<file path="config.mk">
export PLATFORM = sky130hd
export DESIGN_NAME = csw_top
export DESIGN_NICKNAME = d
export VERILOG_FILES = /design/src/rtl/csw_pkg.sv /design/src/rtl/csw_top.sv
export SDC_FILE = /design/constraint.sdc
export NUM_CORES = 1
export LEC_CHECK = 0
export BUFFER_PORTS_ARGS = -buffer_cell sky130_fd_sc_hd__buf_2
export CORE_MARGIN = 4
export CORE_UTILIZATION = 55
export CTS_CLUSTER_DIAMETER = 50
export DETAILED_ROUTE_END_ITERATION = 10
export GPL_ROUTABILITY_DRIVEN = 0
export PLACE_DENSITY_LB_ADDON = 0.3
export SETUP_SLACK_MARGIN = 0.1
export SYNTH_ARGS = -nofsm -noshare
export SYNTH_HDL_FRONTEND = slang
export SYNTH_SLANG_ARGS = --single-unit
</file>
<file path="constraint.sdc">
create_clock -name clk_sys -period 2.6 [get_ports clk_sys]
set_input_delay 0.52 -clock clk_sys [delete_from_list [all_inputs] [get_ports clk_sys]]
set_output_delay 0.52 -clock clk_sys [all_outputs]
set_load 0.05 [all_outputs]
</file>
<file path="src/rtl/csw_pkg.sv">
package csw_pkg;

    ////////////////////////////////////////////////////////////////////////
    // Widths
    localparam int unsigned DATA_W = 32;
    localparam int unsigned ADDR_W = 8;
    localparam int unsigned WORD_W = 16;
    localparam int unsigned UNITS = 8;
    localparam int unsigned OUTPUTS = 4;

    ////////////////////////////////////////////////////////////////////////
    // Register indices and byte addresses (byte address = 4 * index)
    localparam logic [ADDR_W-1:0] IDX_ALARM = 8'h10;
    localparam logic [ADDR_W-1:0] IDX_OUTPUT = 8'h12;
    localparam logic [ADDR_W-1:0] IDX_STORE = 8'h13;
    localparam logic [ADDR_W-1:0] IDX_EVENT = 8'h14;
    localparam logic [ADDR_W-1:0] IDX_MASK = 8'h15;
    localparam logic [ADDR_W-1:0] ADDR_ALARM = 8'h40;
    localparam logic [ADDR_W-1:0] ADDR_OUTPUT = 8'h48;
    localparam logic [ADDR_W-1:0] ADDR_STORE = 8'h4C;
    localparam logic [ADDR_W-1:0] ADDR_EVENT = 8'h50;
    localparam logic [ADDR_W-1:0] ADDR_MASK = 8'h54;

    ////////////////////////////////////////////////////////////////////////
    // Field positions of the storage and save state word
    localparam int unsigned POS_SAVE_AREA1 = 0;
    localparam int unsigned POS_SAVE_AREA2 = 1;
    localparam int unsigned POS_SAVE_PARAM = 2;
    localparam int unsigned POS_SAVE_CONFIG = 3;
    localparam int unsigned POS_WRITE_MODE = 8;
    localparam int unsigned POS_RAM_DIFFERS = 9;
    localparam int unsigned POS_CONFIG_REG = 12;
    // Positions of the linear-output unsupported bits
    localparam int unsigned POS_LINEAR_LO = 0;
    localparam int unsigned POS_LINEAR_HI = 1;

    ////////////////////////////////////////////////////////////////////////
    // Event status layout: bits 7..0 unit alarm rise, 8 save error rise,
    // 9 RAM/nonvolatile mismatch rise
    localparam int unsigned POS_EV_SAVE = 8;
    localparam int unsigned POS_EV_DIFF = 9;

    ////////////////////////////////////////////////////////////////////////
    // Reset values
    localparam logic [WORD_W-1:0] RST_WORD = 16'h0000;
    localparam logic [WORD_W-1:0] RST_MASK = 16'h0000;
    localparam logic [DATA_W-1:0] RST_DATA = 32'h0000_0000;
    localparam logic [1:0] STRAP_CNT_TAKE = 2'h2;
    localparam logic [1:0] STRAP_CNT_DONE = 2'h3;

    ////////////////////////////////////////////////////////////////////////
    // Carriers
    typedef struct packed {
        logic [UNITS-1:0] heater_burnout;
        logic [UNITS-1:0] overcurrent;
        logic [UNITS-1:0] ssr_short;
        logic [UNITS-1:0] ssr_open;
        logic [UNITS-1:0] regulator_type;
    } csw_unit_fault_t;

    typedef struct packed {
        logic first_backup_area_torn;
        logic second_backup_area_torn;
        logic param_store_torn;
        logic config_store_torn;
        logic ram_write_mode;
        logic ram_differs;
        logic config_registered;
    } csw_store_t;

    typedef struct packed {
        csw_unit_fault_t unit;
        logic [OUTPUTS-1:0] ctrl_out;
        csw_store_t store;
        logic linear_outputs;
    } csw_pins_t;

endpackage : csw_pkg

</file>
<file path="src/rtl/csw_top.sv">
// Register access over APB is this design's own decision.
`timescale 1ns/10ps
// Contract
// - Expansion alarm bit n is 1 while unit n+1 has heater burnout, overcurrent or shorted relay, else 0.
// - For a unit of the alternative regulator type an open relay also raises its alarm bit.
// - Output word bits 0 to 3 mirror control outputs 1 to 4, 1 meaning on.
// - On linear-output variants bits 0 and 1 of the output word are unsupported.
// - Storage word bit 0 is 1 when a save of the first backup area was cut by power loss.
// - Storage word bit 1 is 1 when a save of the second backup area was cut by power loss.
// - Storage word bit 2 is 1 when parameter storing after autotuning was cut by power loss.
// - Storage word bit 3 is 1 when storing the unit configuration or read list was cut.
// - Storage word bit 8 is 0 for backup write mode and 1 for RAM-only write mode.
// - Storage word bit 9 is 0 when RAM equals nonvolatile memory and 1 when they differ.
// - Storage word bit 12 is 1 once a unit configuration is registered, else 0.
module csw_top (
    // Clock and reset
    input wire logic clk_sys,
    input wire logic rst_b,
    // APB slave
    input wire logic psel,
    input wire logic penable,
    input wire logic pwrite,
    input wire logic [csw_pkg::ADDR_W-1:0] paddr,
    input wire logic [csw_pkg::DATA_W-1:0] pwdata,
    input wire logic [3:0] pstrb,
    output logic [csw_pkg::DATA_W-1:0] prdata,
    output logic pready,
    output logic pslverr,
    // Interrupt
    output logic irq,
    // Expansion unit fault lines
    input wire csw_pkg::csw_unit_fault_t unit_fault,
    // Control output states
    input wire logic [csw_pkg::OUTPUTS-1:0] ctrl_out,
    // Storage and save state lines
    input wire csw_pkg::csw_store_t store_state,
    // Variant strap, high for linear outputs
    input wire logic linear_outputs
);

    ////////////////////////////////////////////////////////////////////////
    // Input synchroniser
    // Every pin bit is synchronised on its own. A multi-bit change may
    // land split over one cycle, which is harmless here because each
    // status bit stands alone. No word is assembled across the pins.
    // The price is three edges of latency from pin to word.

    csw_pkg::csw_pins_t pins_meta;
    csw_pkg::csw_pins_t pins_sync;

    always_ff @(posedge clk_sys or negedge rst_b) begin
        if (!rst_b) begin
            pins_meta <= '0;
            pins_sync <= '0;
        end else begin
            pins_meta <= {unit_fault, ctrl_out, store_state, linear_outputs};
            pins_sync <= pins_meta;
        end
    end

    ////////////////////////////////////////////////////////////////////////
    // Variant strap, caught once the synchroniser holds a real sample
    // Taken once, so a strap that bounces later cannot flip the
    // meaning of the output word; a change needs a reset

    logic [1:0] strap_cnt;
    logic linear_cfg;

    always_ff @(posedge clk_sys or negedge rst_b) begin
        if (!rst_b) begin
            strap_cnt <= 2'h0;
        end else if (strap_cnt != csw_pkg::STRAP_CNT_DONE) begin
            strap_cnt <= strap_cnt + 2'h1;
        end
    end

    always_ff @(posedge clk_sys or negedge rst_b) begin
        if (!rst_b) begin
            linear_cfg <= 1'b0;
        end else if (strap_cnt == csw_pkg::STRAP_CNT_TAKE) begin
            linear_cfg <= pins_sync.linear_outputs;
        end
    end

    ////////////////////////////////////////////////////////////////////////
    // Expansion unit alarm word

    logic [csw_pkg::UNITS-1:0] next_alarm;
    logic [csw_pkg::WORD_W-1:0] alarm_word;

    genvar u;
    generate
        for (u = 0; u < csw_pkg::UNITS; u++) begin : g_unit
            always_comb begin
                next_alarm[u] = pins_sync.unit.heater_burnout[u]
                    | pins_sync.unit.overcurrent[u]
                    | pins_sync.unit.ssr_short[u];
                if (pins_sync.unit.regulator_type[u]) begin
                    next_alarm[u] = next_alarm[u]
                        | pins_sync.unit.ssr_open[u];
                end
            end
        end
    endgenerate

    always_ff @(posedge clk_sys or negedge rst_b) begin
        if (!rst_b) begin
            alarm_word <= csw_pkg::RST_WORD;
        end else begin
            // Upper byte never set
            alarm_word <= {8'h00, next_alarm};
        end
    end

    ////////////////////////////////////////////////////////////////////////
    // Control output word

    logic [csw_pkg::OUTPUTS-1:0] next_outputs;
    logic [csw_pkg::WORD_W-1:0] output_word;

    always_comb begin
        next_outputs = pins_sync.ctrl_out;
        // Linear outputs carry no on/off state; report off
        if (linear_cfg) begin
            next_outputs[csw_pkg::POS_LINEAR_LO] = 1'b0;
            next_outputs[csw_pkg::POS_LINEAR_HI] = 1'b0;
        end
    end

    always_ff @(posedge clk_sys or negedge rst_b) begin
        if (!rst_b) begin
            output_word <= csw_pkg::RST_WORD;
        end else begin
            output_word <= {12'h000, next_outputs};
        end
    end

    ////////////////////////////////////////////////////////////////////////
    // Storage and save state word

    logic [csw_pkg::WORD_W-1:0] next_store;
    logic [csw_pkg::WORD_W-1:0] store_word;

    always_comb begin
        next_store = 16'h0000;
        next_store[csw_pkg::POS_SAVE_AREA1] =
            pins_sync.store.first_backup_area_torn;
        next_store[csw_pkg::POS_SAVE_AREA2] =
            pins_sync.store.second_backup_area_torn;
        next_store[csw_pkg::POS_SAVE_PARAM] =
            pins_sync.store.param_store_torn;
        next_store[csw_pkg::POS_SAVE_CONFIG] =
            pins_sync.store.config_store_torn;
        next_store[csw_pkg::POS_WRITE_MODE] =
            pins_sync.store.ram_write_mode;
        next_store[csw_pkg::POS_RAM_DIFFERS] =
            pins_sync.store.ram_differs;
        next_store[csw_pkg::POS_CONFIG_REG] =
            pins_sync.store.config_registered;
    end

    always_ff @(posedge clk_sys or negedge rst_b) begin
        if (!rst_b) begin
            store_word <= csw_pkg::RST_WORD;
        end else begin
            store_word <= next_store;
        end
    end

    ////////////////////////////////////////////////////////////////////////
    // Events: rising edges of the latched words
    // Edges are taken from the registered words, not the pins, so an
    // event never fires before the host could read the new level

    logic [csw_pkg::WORD_W-1:0] alarm_prev;
    logic [csw_pkg::WORD_W-1:0] store_prev;
    logic [csw_pkg::WORD_W-1:0] event_set;
    logic save_err_now;
    logic save_err_prev;

    assign save_err_now = |store_word[csw_pkg::POS_SAVE_CONFIG:0];
    assign save_err_prev = |store_prev[csw_pkg::POS_SAVE_CONFIG:0];

    always_ff @(posedge clk_sys or negedge rst_b) begin
        if (!rst_b) begin
            alarm_prev <= csw_pkg::RST_WORD;
            store_prev <= csw_pkg::RST_WORD;
        end else begin
            alarm_prev <= alarm_word;
            store_prev <= store_word;
        end
    end

    always_comb begin
        event_set = alarm_word & ~alarm_prev;
        event_set[csw_pkg::POS_EV_SAVE] = save_err_now & ~save_err_prev;
        event_set[csw_pkg::POS_EV_DIFF] =
            store_word[csw_pkg::POS_RAM_DIFFERS]
            & ~store_prev[csw_pkg::POS_RAM_DIFFERS];
    end

    ////////////////////////////////////////////////////////////////////////
    // APB decode
    // Read data is captured at the setup edge; the read-clear of the
    // event word acts one edge later, at the access edge

    logic setup_phase;
    logic access_done;
    logic rd_done;
    logic wr_done;
    logic addr_hit;
    logic [csw_pkg::DATA_W-1:0] next_rdata;

    assign setup_phase = psel & ~penable;
    // pready is only ever high during the access phase
    assign access_done = psel & penable & pready;
    assign rd_done = access_done & ~pwrite;
    assign wr_done = access_done & pwrite;

    logic [csw_pkg::WORD_W-1:0] event_status;
    logic [csw_pkg::WORD_W-1:0] event_mask;

    always_comb begin
        addr_hit = 1'b1;
        next_rdata = csw_pkg::RST_DATA;
        unique case (paddr)
            csw_pkg::ADDR_ALARM: next_rdata = {16'h0000, alarm_word};
            csw_pkg::ADDR_OUTPUT: next_rdata = {16'h0000, output_word};
            csw_pkg::ADDR_STORE: next_rdata = {16'h0000, store_word};
            csw_pkg::ADDR_EVENT: next_rdata = {16'h0000, event_status};
            csw_pkg::ADDR_MASK: next_rdata = {16'h0000, event_mask};
            default: addr_hit = 1'b0;
        endcase
        if (pwrite) begin
            next_rdata = csw_pkg::RST_DATA;
        end
    end

    // No wait state; prdata still comes straight from a flop loaded at the setup edge
    always_ff @(posedge clk_sys or negedge rst_b) begin
        if (!rst_b) begin
            pready <= 1'b0;
            pslverr <= 1'b0;
            prdata <= csw_pkg::RST_DATA;
        end else begin
            pready <= setup_phase;
            pslverr <= setup_phase & ~addr_hit;
            if (setup_phase) begin
                prdata <= next_rdata;
            end
        end
    end

    ////////////////////////////////////////////////////////////////////////
    // Interrupt status, mask and output

    logic read_clear;
    logic mask_write;

    assign read_clear = rd_done & (paddr == csw_pkg::ADDR_EVENT);
    // Status words reject writes silently; only the mask takes one
    assign mask_write = wr_done & (paddr == csw_pkg::ADDR_MASK);

    always_ff @(posedge clk_sys or negedge rst_b) begin
        if (!rst_b) begin
            event_status <= csw_pkg::RST_WORD;
        end else if (read_clear) begin
            // Clear only what the host saw; events set after the
            // setup edge were not in prdata and must survive
            event_status <= (event_status & ~prdata[csw_pkg::WORD_W-1:0])
                | event_set;
        end else begin
            event_status <= event_status | event_set;
        end
    end

    always_ff @(posedge clk_sys or negedge rst_b) begin
        if (!rst_b) begin
            event_mask <= csw_pkg::RST_MASK;
        end else if (mask_write) begin
            if (pstrb[0]) begin
                event_mask[7:0] <= pwdata[7:0];
            end
            if (pstrb[1]) begin
                event_mask[15:8] <= pwdata[15:8];
            end
        end
    end

    // Registered so the pin never glitches; costs one cycle of delay
    always_ff @(posedge clk_sys or negedge rst_b) begin
        if (!rst_b) begin
            irq <= 1'b0;
        end else begin
            irq <= |(event_status & event_mask);
        end
    end

endmodule : csw_top

</file>
==> results of run 1 <==
-- cell families after synthesis --
| kind of cell | synth area share [%] |
|---|---|
| flip-flops | 76.6 |
| AO/OA/AOI/OAI | 8.41 |
| AND/OR/NAND/NOR | 5.12 |
| buffers and inverters | 3.59 |
| multiplexers | 5.67 |
| adder cells (fa/ha/maj) | 0.403 |
| other | 0.0604 |
| XOR/XNOR | 0.141 |
-- final timing paths --
path	startpoint	endpoint	slack [ps]	cells after the start
max reg2reg	pready	event_mask[8]	880	4
max	paddr[1]	event_mask[8]	570	5
min in group clk_sys	store_state[4]	pins_meta[5]	200	1
min	rst_b	prdata[9]	70	1
min reg2reg	next_outputs[2]	output_word[2]	350	0
max in group asynchronous	rst_b	pins_meta[7]	1830	2
-- power by group through the flow --
stage / clock, mW / sequential [mW] / combinational (mW)
after floorplan: 0 / 3.16 / 0.125
after global placement: 0 / 3.16 / 0.256
after detailed placement: 0 / 3.16 / 0.264
after CTS: 2.94 / 3.11 / 0.266
after global routing: 3.07 / 3.12 / 0.289
final: 2.89 / 3.11 / 0.261
-- layout by cell type, fill, tap and decap left out, drive strengths merged, types with 2 or more instances in the layout --
cell type,instances
or4,2
inv,14
clkbuf,18
or3,2
and4,2
bufinv,6
a31oi,4
a21oi,3
mux2,17
nand2b,2
a22o,14
a21boi,10
a2111o,8
nor2b,3
nand2,28
a221oi,8
buf,113
nor3,2
conb,16
nor2,9
a211oi,4
clkinv,6
mux2i,16
o21ai,17
dfrtp,190
nor4,3
ha,2
-- critical path: cells and delay by family --
kind                   cells  cell delay [ps]
AND/OR/NAND/NOR            3             1320
buffers and inverters      1              110
multiplexers               1              390
-- metrics by stage --
step | total power [mW] | setup slack (ps)
5_1_grt | 6.48 | 448
3_5_place_dp | 3.43 | 133
4_1_cts | 6.31 | 573
2_1_floorplan | 3.28 | 438
6_report | 6.26 | 573
3_3_place_gp | 3.41 | 184
-- final cells by class --
class,instances,area (µm²),share of cell area [%]
clock buffers,18,439,5.80
clock inverters,14,238,3.14
inverters,13,48.8,0.645
multi-input cells,181,1280,17.0
flip-flops and latches,190,4750,62.8
well taps,140,175,2.31
repair buffers,113,627,8.28
-- per-layer routing --
metal,vias to the layer above,GRT usage [%]
met4,0,7.36
met2,117,31.7
met1,1760,23.7
met5,-,0
met3,18,5.07
li1,1588,-
-- flip-flops by register name, indices dropped and copies added (netlist names) --
register,flops
event_status,16
next_outputs,2
pslverr,1
pins_meta,52
strap_cnt,2
store_prev,5
output_word,4
prdata,16
irq,1
alarm_prev,8
alarm_word,8
linear_cfg,1
store_word,7
event_mask,16
next_store,7
pready,1
pins_sync,43
==> flow_summary.json, run 1 <==
{
  "rsz0062_at_grt": "no",
  "final_max_slew_viol_count": 0,
  "viasPerCell": 5.21,
  "hpwl_um": 7770,
  "fin_nets": 619,
  "clock.fmax_mhz": 493,
  "synth.top_cell.area_share_pct": 76.6,
  "worst_clock_skew_ps": 5.93,
  "syn_area_per_cell_um2": 15.7,
  "dieArea_um2": 13000,
  "diodes": 0,
  "cts_buffer_depth": 2,
  "cap_viol_max_count": 0,
  "end_kind": "flop",
  "hold_ws_ps": 67.7,
  "numClockSinks": 190,
  "seq_area_frac_synth_pct": 76.6,
  "swShare_pct": 20.4,
  "cp-start-kind": "primary input",
  "synth_edf_count": 0,
  "cp_cell_sequence": "buf_2, or4b_1, nor3_1, and4_1, mux2_2",
  "setup_viol": 0,
  "power_leakage_nw": 3.68,
  "min_period_ps": 2030,
  "yosysMostFrequentCell": "dfrtp_1",
  "peakVddDrop_mv": 0.493,
  "port_buffers": 101,
  "power_frac_comb_pct": 4.2,
  "crit_arrival_ps": 2330,
  "power.share.clock_pct": 46.1,
  "initial_core_util_pct": 56.8,
  "fill_cells": 760,
  "stdcell_count": 669,
  "synth_commonest_cells": "dfrtp_1, nand2_1, buf_4",
  "cp_max_fo": 8,
  "place_inst": 637,
  "dpl_cell_area_um2": 6890,
  "drt_drc_violations_left": 0,
  "fin_area_um2": 7570,
  "via_count": 3483,
  "drt_iter0_markers": 171,
  "fp-row-count": 38,
  "grt_pass1_vias": 3737,
  "hold_path_class": "primary input to asynchronous set/reset pin",
  "yosysTopAreaCell": "dfrtp_1",
  "worst_slew_pin_slew_ps": 720,
  "synthTopCellsByArea": "dfrtp_1, mux2_2, mux2i_1",
  "routedLengthMet1_um": 4520,
  "wl_per_cell_um": 16.8,
  "hold_buffers": 0,
  "ys_ff_latch": 190,
  "grt-ovfl-total": 0,
  "cts_tree": "built",
  "cp_slowest_cell": "or4b_1",
  "ant_nets": 0,
  "syn-instance-count": 395,
  "cts_buffers": 17,
  "slowest_delay_ps": 570,
  "drive_above_1_share_pct": 31.4,
  "crit_type": "primary input to flop",
  "pwr-share-seq_pct": 49.7,
  "hold_violations": 0,
  "grt_max_degree": 60,
  "pin_count": 136,
  "clock_latency_ps": 420,
  "grt_usage_pct": 18.9,
  "dieWidth_um": 114,
  "clk_pin_slew_worst_paths_ps": 70,
  "final.period_utilization_pct": 77.9,
  "synth_ff_type": "dfrtp_1",
  "die_y_um": 114,
  "routed-wl-met3_um": 708,
  "relSlewSlack_pct": 51.5,
  "p_sw_mw": 1.27,
  "post-route-util_pct": 69.2,
  "h-tree-depth": 4,
  "p_int_mw": 4.98,
  "routed.top_layer": "met4",
  "met2_length_um": 5790,
  "cts_resized": 0,
  "synth_area_um2": 6210,
  "synth_cell_type_count": 38,
  "postCtsSetupBuffers": 0,
  "tns_ps": 0,
  "outcome": "finished clean",
  "async_flop_share_pct": 100,
  "crit_required_ps": 2910,
  "wirelength_um": 11200,
  "yosysWarnings": 0,
  "core_um2": 10900,
  "syn_to_final_growth_pct": 21.9,
  "dr.pass1.iters": 4,
  "root_buffer": "clkbuf_16",
  "antenna_found_initial": 0,
  "grt_pass1_wl_um": 18500,
  "power_density_nw_per_um2": 827
}
Power figures use the tool's default switching activity.
==> inputs of run 2 (changes only) <==
--- a/config.mk
+++ b/config.mk
@@ -7,7 +7,7 @@
 export LEC_CHECK = 0
 export BUFFER_PORTS_ARGS = -buffer_cell sky130_fd_sc_hd__buf_2
 export CORE_MARGIN = 4
-export CORE_UTILIZATION = 55
+export CORE_UTILIZATION = 53
 export CTS_CLUSTER_DIAMETER = 50
 export DETAILED_ROUTE_END_ITERATION = 10
 export GPL_ROUTABILITY_DRIVEN = 0
==> constraint.sdc (replaced) <==
create_clock -name clk_sys -period 1.9 [get_ports clk_sys]
set_input_delay 0.38 -clock clk_sys [delete_from_list [all_inputs] [get_ports clk_sys]]
set_output_delay 0.38 -clock clk_sys [all_outputs]
set_load 0.05 [all_outputs]
==> run 2 against run 1 <==
Effect of this change:
- critical path depth rose by 1
- first-iteration DRC count rose by 7.0%
- via count fell by 0.57%
- clock-buffer cell count rose by 2
- routed wire length rose by 0.25%
- power rose by 28%
- sequential power rose by 37%
- combinational power rose by 43%
==> flow_summary.json, run 2 (synthesis gave the netlist of run 1 again) <==
{
  "outcome": "finished clean",
  "tns_ps": 0,
  "relSlewSlack_pct": 66.3,
  "cap_viol_max_count": 0,
  "clock.fmax_mhz": 608,
  "crit_arrival_ps": 1960,
  "dieArea_um2": 13500,
  "reg_top3": "pins_meta: 52 flops, pins_sync: 43 flops",
  "drt_iter0_markers": 183,
  "top_register": "pins_meta",
  "port_buffers": 101,
  "root_buffer": "clkbuf_16",
  "dieWidth_um": 116,
  "power_density_nw_per_um2": 1050,
  "r2r_slack_ps": 410,
  "cp_cell_sequence": "buf_2, or4b_4, nor3_2, and4_1, buf_12, mux2_4",
  "syn_to_final_growth_pct": 23.5,
  "hpwl_um": 7900,
  "grt_pass1_wl_um": 18600,
  "final_max_slew_viol_count": 0,
  "diodes": 0,
  "stdcell_count": 681,
  "numClockSinks": 190,
  "slowest_delay_ps": 570,
  "ant_nets": 0,
  "cp-start-kind": "primary input",
  "hold_violations": 0,
  "dr.pass1.iters": 4,
  "grt_pass1_vias": 3759,
  "drt_drc_violations_left": 0,
  "cp_max_fo": 8,
  "grt_max_degree": 58,
  "end_kind": "flop",
  "core_um2": 11400,
  "cts_buffers": 17,
  "initial_core_util_pct": 54.4,
  "drive_above_1_share_pct": 32.7,
  "pin_count": 136,
  "antenna_found_initial": 0,
  "largest_register_ffs": 52,
  "clk_pin_slew_worst_paths_ps": 60,
  "cts_buffer_depth": 2,
  "final_cell_mix": "dfrtp_1, buf_2, nand2_1",
  "final.period_utilization_pct": 86.5,
  "grt-ovfl-total": 0,
  "worst_slew_pin_slew_ps": 500,
  "fin_nets": 630,
  "cts_tree": "built",
  "place_inst": 650,
  "via_count": 3463,
  "power_leakage_nw": 3.71,
  "h-tree-depth": 4,
  "grt_usage_pct": 18.5,
  "crit_required_ps": 2210,
  "cp_slowest_cell": "or4b_4",
  "setup_viol": 0,
  "wirelength_um": 11300,
  "clock_latency_ps": 430,
  "viasPerCell": 5.09,
  "rsz0062_at_grt": "no",
  "die_y_um": 116,
  "worst_clock_skew_ps": 11.1,
  "fp-row-count": 39,
  "hold_path_class": "primary input to flop",
  "final_common_cell": "dfrtp_1",
  "wl_per_cell_um": 16.5,
  "crit_type": "primary input to flop",
  "min_period_ps": 1640,
  "peakVddDrop_mv": 0.726
}
[run 2: timing repair]
action | CTS | global route
endpoints found under the hold margin | 52 | 0
gates resized for setup | 0 | 0
hold buffers | 1 | 0
buffers inserted | 0 | 0
[run 2: final timing paths]
path / startpoint / endpoint / depth (start not counted)
hold reg to reg: pins_meta[50] / pins_sync[50] / 0
setup reg to reg: pready / event_mask[7] / 5
hold / removal: unit_fault[37] / pins_meta[49] / 1
setup / recovery: paddr[1] / event_mask[7] / 6
min in group asynchronous: rst_b / pins_meta[28] / 2
max in group asynchronous: rst_b / pins_meta[13] / 3
[run 2: cell type report]
cell class | instances | area (µm²)
Sequential cell | 190 | 4750
Fill cell | 836 | 3760
Multi-Input combinational cell | 181 | 1360
Timing Repair Buffer | 124 | 752
Clock buffer | 20 | 457
Tap cell | 143 | 179
Clock inverter | 10 | 114
Inverter | 13 | 48.8
[run 2: stage by stage]
step / worst slack, ps / hold slack (ps) / utilization (%) / power, mW / area [µm²]
after global routing: 217 / 30.2 / 67.1 / 8.34 / 7660
final: 256 / 57.7 / 67.1 / 8.02 / 7660
after floorplan: -43.1 / 84.4 / - / 4.49 / 6350
after CTS: 271 / 39.4 / 67.1 / 8.11 / 7660
after global placement: -149 / 332 / 62.0 / 4.69 / 7080
after detailed placement: -181 / 335 / 62.0 / 4.71 / 7080
[run 2: routing by layer]
metal	wire length [µm]	up-vias	GRT usage (%)
li1	-	1605	-
met1	4760	1761	23.5
met2	5630	77	28.9
met3	623	20	6.79
met4	259	0	8.12
met5	0	-	0
[run 2: power breakdown]
part | total, mW | leakage [nW] | internal [mW] | switching, mW
Sequential | 4.25 | 2.24 | 4.20 | 0.0550
Clock | 3.40 | 0.282 | 1.99 | 1.41
Combinational | 0.373 | 1.19 | 0.129 | 0.244
[run 2: worst max-delay path, delay by kind of cell]
kind	cells	cell delay [ps]
buffers and inverters	2	260
AND/OR/NAND/NOR	3	1010
multiplexers	1	300
==> inputs of run 3 (changes only) <==
--- a/config.mk
+++ b/config.mk
@@ -10,8 +10,8 @@
 export CORE_UTILIZATION = 53
 export CTS_CLUSTER_DIAMETER = 50
 export DETAILED_ROUTE_END_ITERATION = 10
-export GPL_ROUTABILITY_DRIVEN = 0
 export PLACE_DENSITY_LB_ADDON = 0.3
+export REMOVE_ABC_BUFFERS = 1
 export SETUP_SLACK_MARGIN = 0.1
 export SYNTH_ARGS = -nofsm -noshare
 export SYNTH_HDL_FRONTEND = slang
==> run 3 against run 2 <==
Effect of this change:
- sequential cell count did not move
- sequential share of layout area rose by 0.37 points
- combinational power barely moved
- routed wire length fell by 1.2%
- largest cell class unchanged
- via count rose by 0.69%
- power rose by 2.5%
- register-to-register slack got worse by 100 ps
- critical path type unchanged
- worst hold slack got worse by 0.73 ps
- final area fell by 0.59%
==> flow_summary.json, run 3 (synthesis gave the netlist of run 1 again) <==
{
  "power_leakage_nw": 3.71,
  "r2r-start": "pready",
  "final_common_cell": "dfrtp_1",
  "initial_core_util_pct": 54.4,
  "largest_register_ffs": 52,
  "hold_violations": 0,
  "dr.pass1.iters": 5,
  "grt-ovfl-total": 0,
  "crit_required_ps": 2200,
  "power_frac_comb_pct": 4.5,
  "clock.fmax_mhz": 570,
  "stdcell_count": 685,
  "setup_slack_ps": 146,
  "hold_path_class": "primary input to flop",
  "cp_max_fo": 8,
  "drive_above_1_share_pct": 32.7,
  "numClockSinks": 190,
  "end_kind": "flop",
  "top_register": "pins_meta",
  "fin_nets": 632,
  "grt_pass1_vias": 3675,
  "dieWidth_um": 116,
  "final.period_utilization_pct": 92.3,
  "port_buffers": 101,
  "clock_latency_ps": 420,
  "power.share.clock_pct": 43.8,
  "cp-start-kind": "primary input",
  "cts_buffer_depth": 2,
  "cts_buffers": 17,
  "swShare_pct": 21.9,
  "drt_iter0_markers": 198,
  "pwr-share-seq_pct": 51.7,
  "clk_pin_slew_worst_paths_ps": 70,
  "cap_viol_max_count": 0,
  "grt_pass1_wl_um": 18300,
  "whs_path_depth": 1,
  "drt_drc_violations_left": 0,
  "p_int_mw": 6.42,
  "hp-start": "unit_fault[11]",
  "grt_usage_pct": 18.3,
  "ant_nets": 0,
  "worst_clock_skew_ps": 6.80,
  "wirelength_um": 11100,
  "final_max_slew_viol_count": 0,
  "die_y_um": 116,
  "min_period_ps": 1750,
  "core_um2": 11400,
  "wl_per_cell_um": 16.3,
  "h-tree-depth": 4,
  "fp-row-count": 39,
  "setup_viol": 0,
  "viasPerCell": 5.09,
  "crit_type": "primary input to flop",
  "r2r_slack_ps": 310,
  "antenna_found_initial": 0,
  "diodes": 0,
  "reg_top3": "pins_meta: 52 flops, pins_sync: 43 flops",
  "place_inst": 652,
  "syn_to_final_growth_pct": 22.7,
  "cts_tree": "built",
  "postCtsSetupBuffers": 0,
  "grt_max_degree": 58,
  "globalplace.congestion": 0.846,
  "root_buffer": "clkbuf_16",
  "rsz0062_at_grt": "no",
  "dieArea_um2": 13500,
  "cts_resized": 0,
  "p_sw_mw": 1.80,
  "outcome": "finished clean",
  "pre_cts_ws_ps": -265,
  "peakVddDrop_mv": 0.744,
  "final_cell_mix": "dfrtp_1, buf_2, nand2_1",
  "power_density_nw_per_um2": 1080,
  "worstRegToRegCells": 5,
  "via_count": 3487,
  "holdPathEnd": "pins_meta[23]",
  "hpwl_um": 7740,
  "reg2reg_to": "event_mask[3]",
  "pin_count": 136,
  "crit_arrival_ps": 2060
}
## run 3: cell types whose count changed in the layout (fill, tap and decap cells not counted), sizes merged
| cell | before | now |
|---|---|---|
| buf | 122 | 124 |
| clkbuf | 21 | 19 |
| bufinv | 2 | 3 |
| inv | 15 | 20 |
| clkinvlp | 1 | 2 |
| clkinv | 5 | 2 |
## run 3: routing by layer
layer	GRT usage, %	share of wire (%)	vias to the layer above
li1	-	-	1613
met1	23.9	42	1756
met2	29.0	50	100
met3	5.39	6.5	18
met4	7.42	1.8	0
met5	0	0	-
## run 3: power groups by stage
stage | clock network (mW) | registers (mW) | logic [mW]
3_3_place_gp | 0 | 4.32 | 0.364
6_report | 3.60 | 4.25 | 0.371
3_5_place_dp | 0 | 4.33 | 0.373
4_1_cts | 3.68 | 4.25 | 0.377
5_1_grt | 3.87 | 4.26 | 0.412
2_1_floorplan | 0 | 4.32 | 0.132
## run 3: worst max-delay path, stage by stage
cell and delay, ps:
buf_2 110, or4b_1 570, nor3_1 250, and4_1 270, buf_12 140, mux2_2 340
## run 3: timing repair
action | CTS | global route
endpoints found under the hold margin | 52 | 0
hold buffers | 1 | 0
setup endpoints to repair | 0 | 0
## run 3: worst max-delay path by stage
stage	from	end	slack [ps]	cells past startpoint
CTS	paddr[1]	event_status[7]	180	7
global placement	paddr[1]	event_mask[6]	-250	6
global route	paddr[5]	prdata[5]	130	5
floorplan	paddr[1]	event_mask[0]	-200	4
detailed placement	paddr[1]	event_mask[5]	-270	6
finish	paddr[1]	event_mask[3]	150	6
## run 3: stage by stage
step | hold WS [ps] | area, µm² | setup TNS (ps) | power [mW] | util, %
3_3_place_gp | 333 | 7000 | -7240 | 4.68 | 61.3
6_report | 57.0 | 7620 | 0 | 8.22 | 66.7
4_1_cts | 43.0 | 7620 | 0 | 8.30 | 66.7
3_5_place_dp | 335 | 7000 | -7890 | 4.70 | 61.3
5_1_grt | 39.2 | 7620 | 0 | 8.54 | 66.7
2_1_floorplan | 84.4 | 6090 | -4080 | 4.45 | -
## run 3: final cells by class
class | count | area [µm²]
flip-flops and latches | 190 | 4750
fillers | 850 | 3800
multi-input cells | 181 | 1280
repair buffers | 126 | 742
clock buffers | 18 | 429
clock inverters | 14 | 179
well taps | 143 | 179
inverters | 13 | 48.8
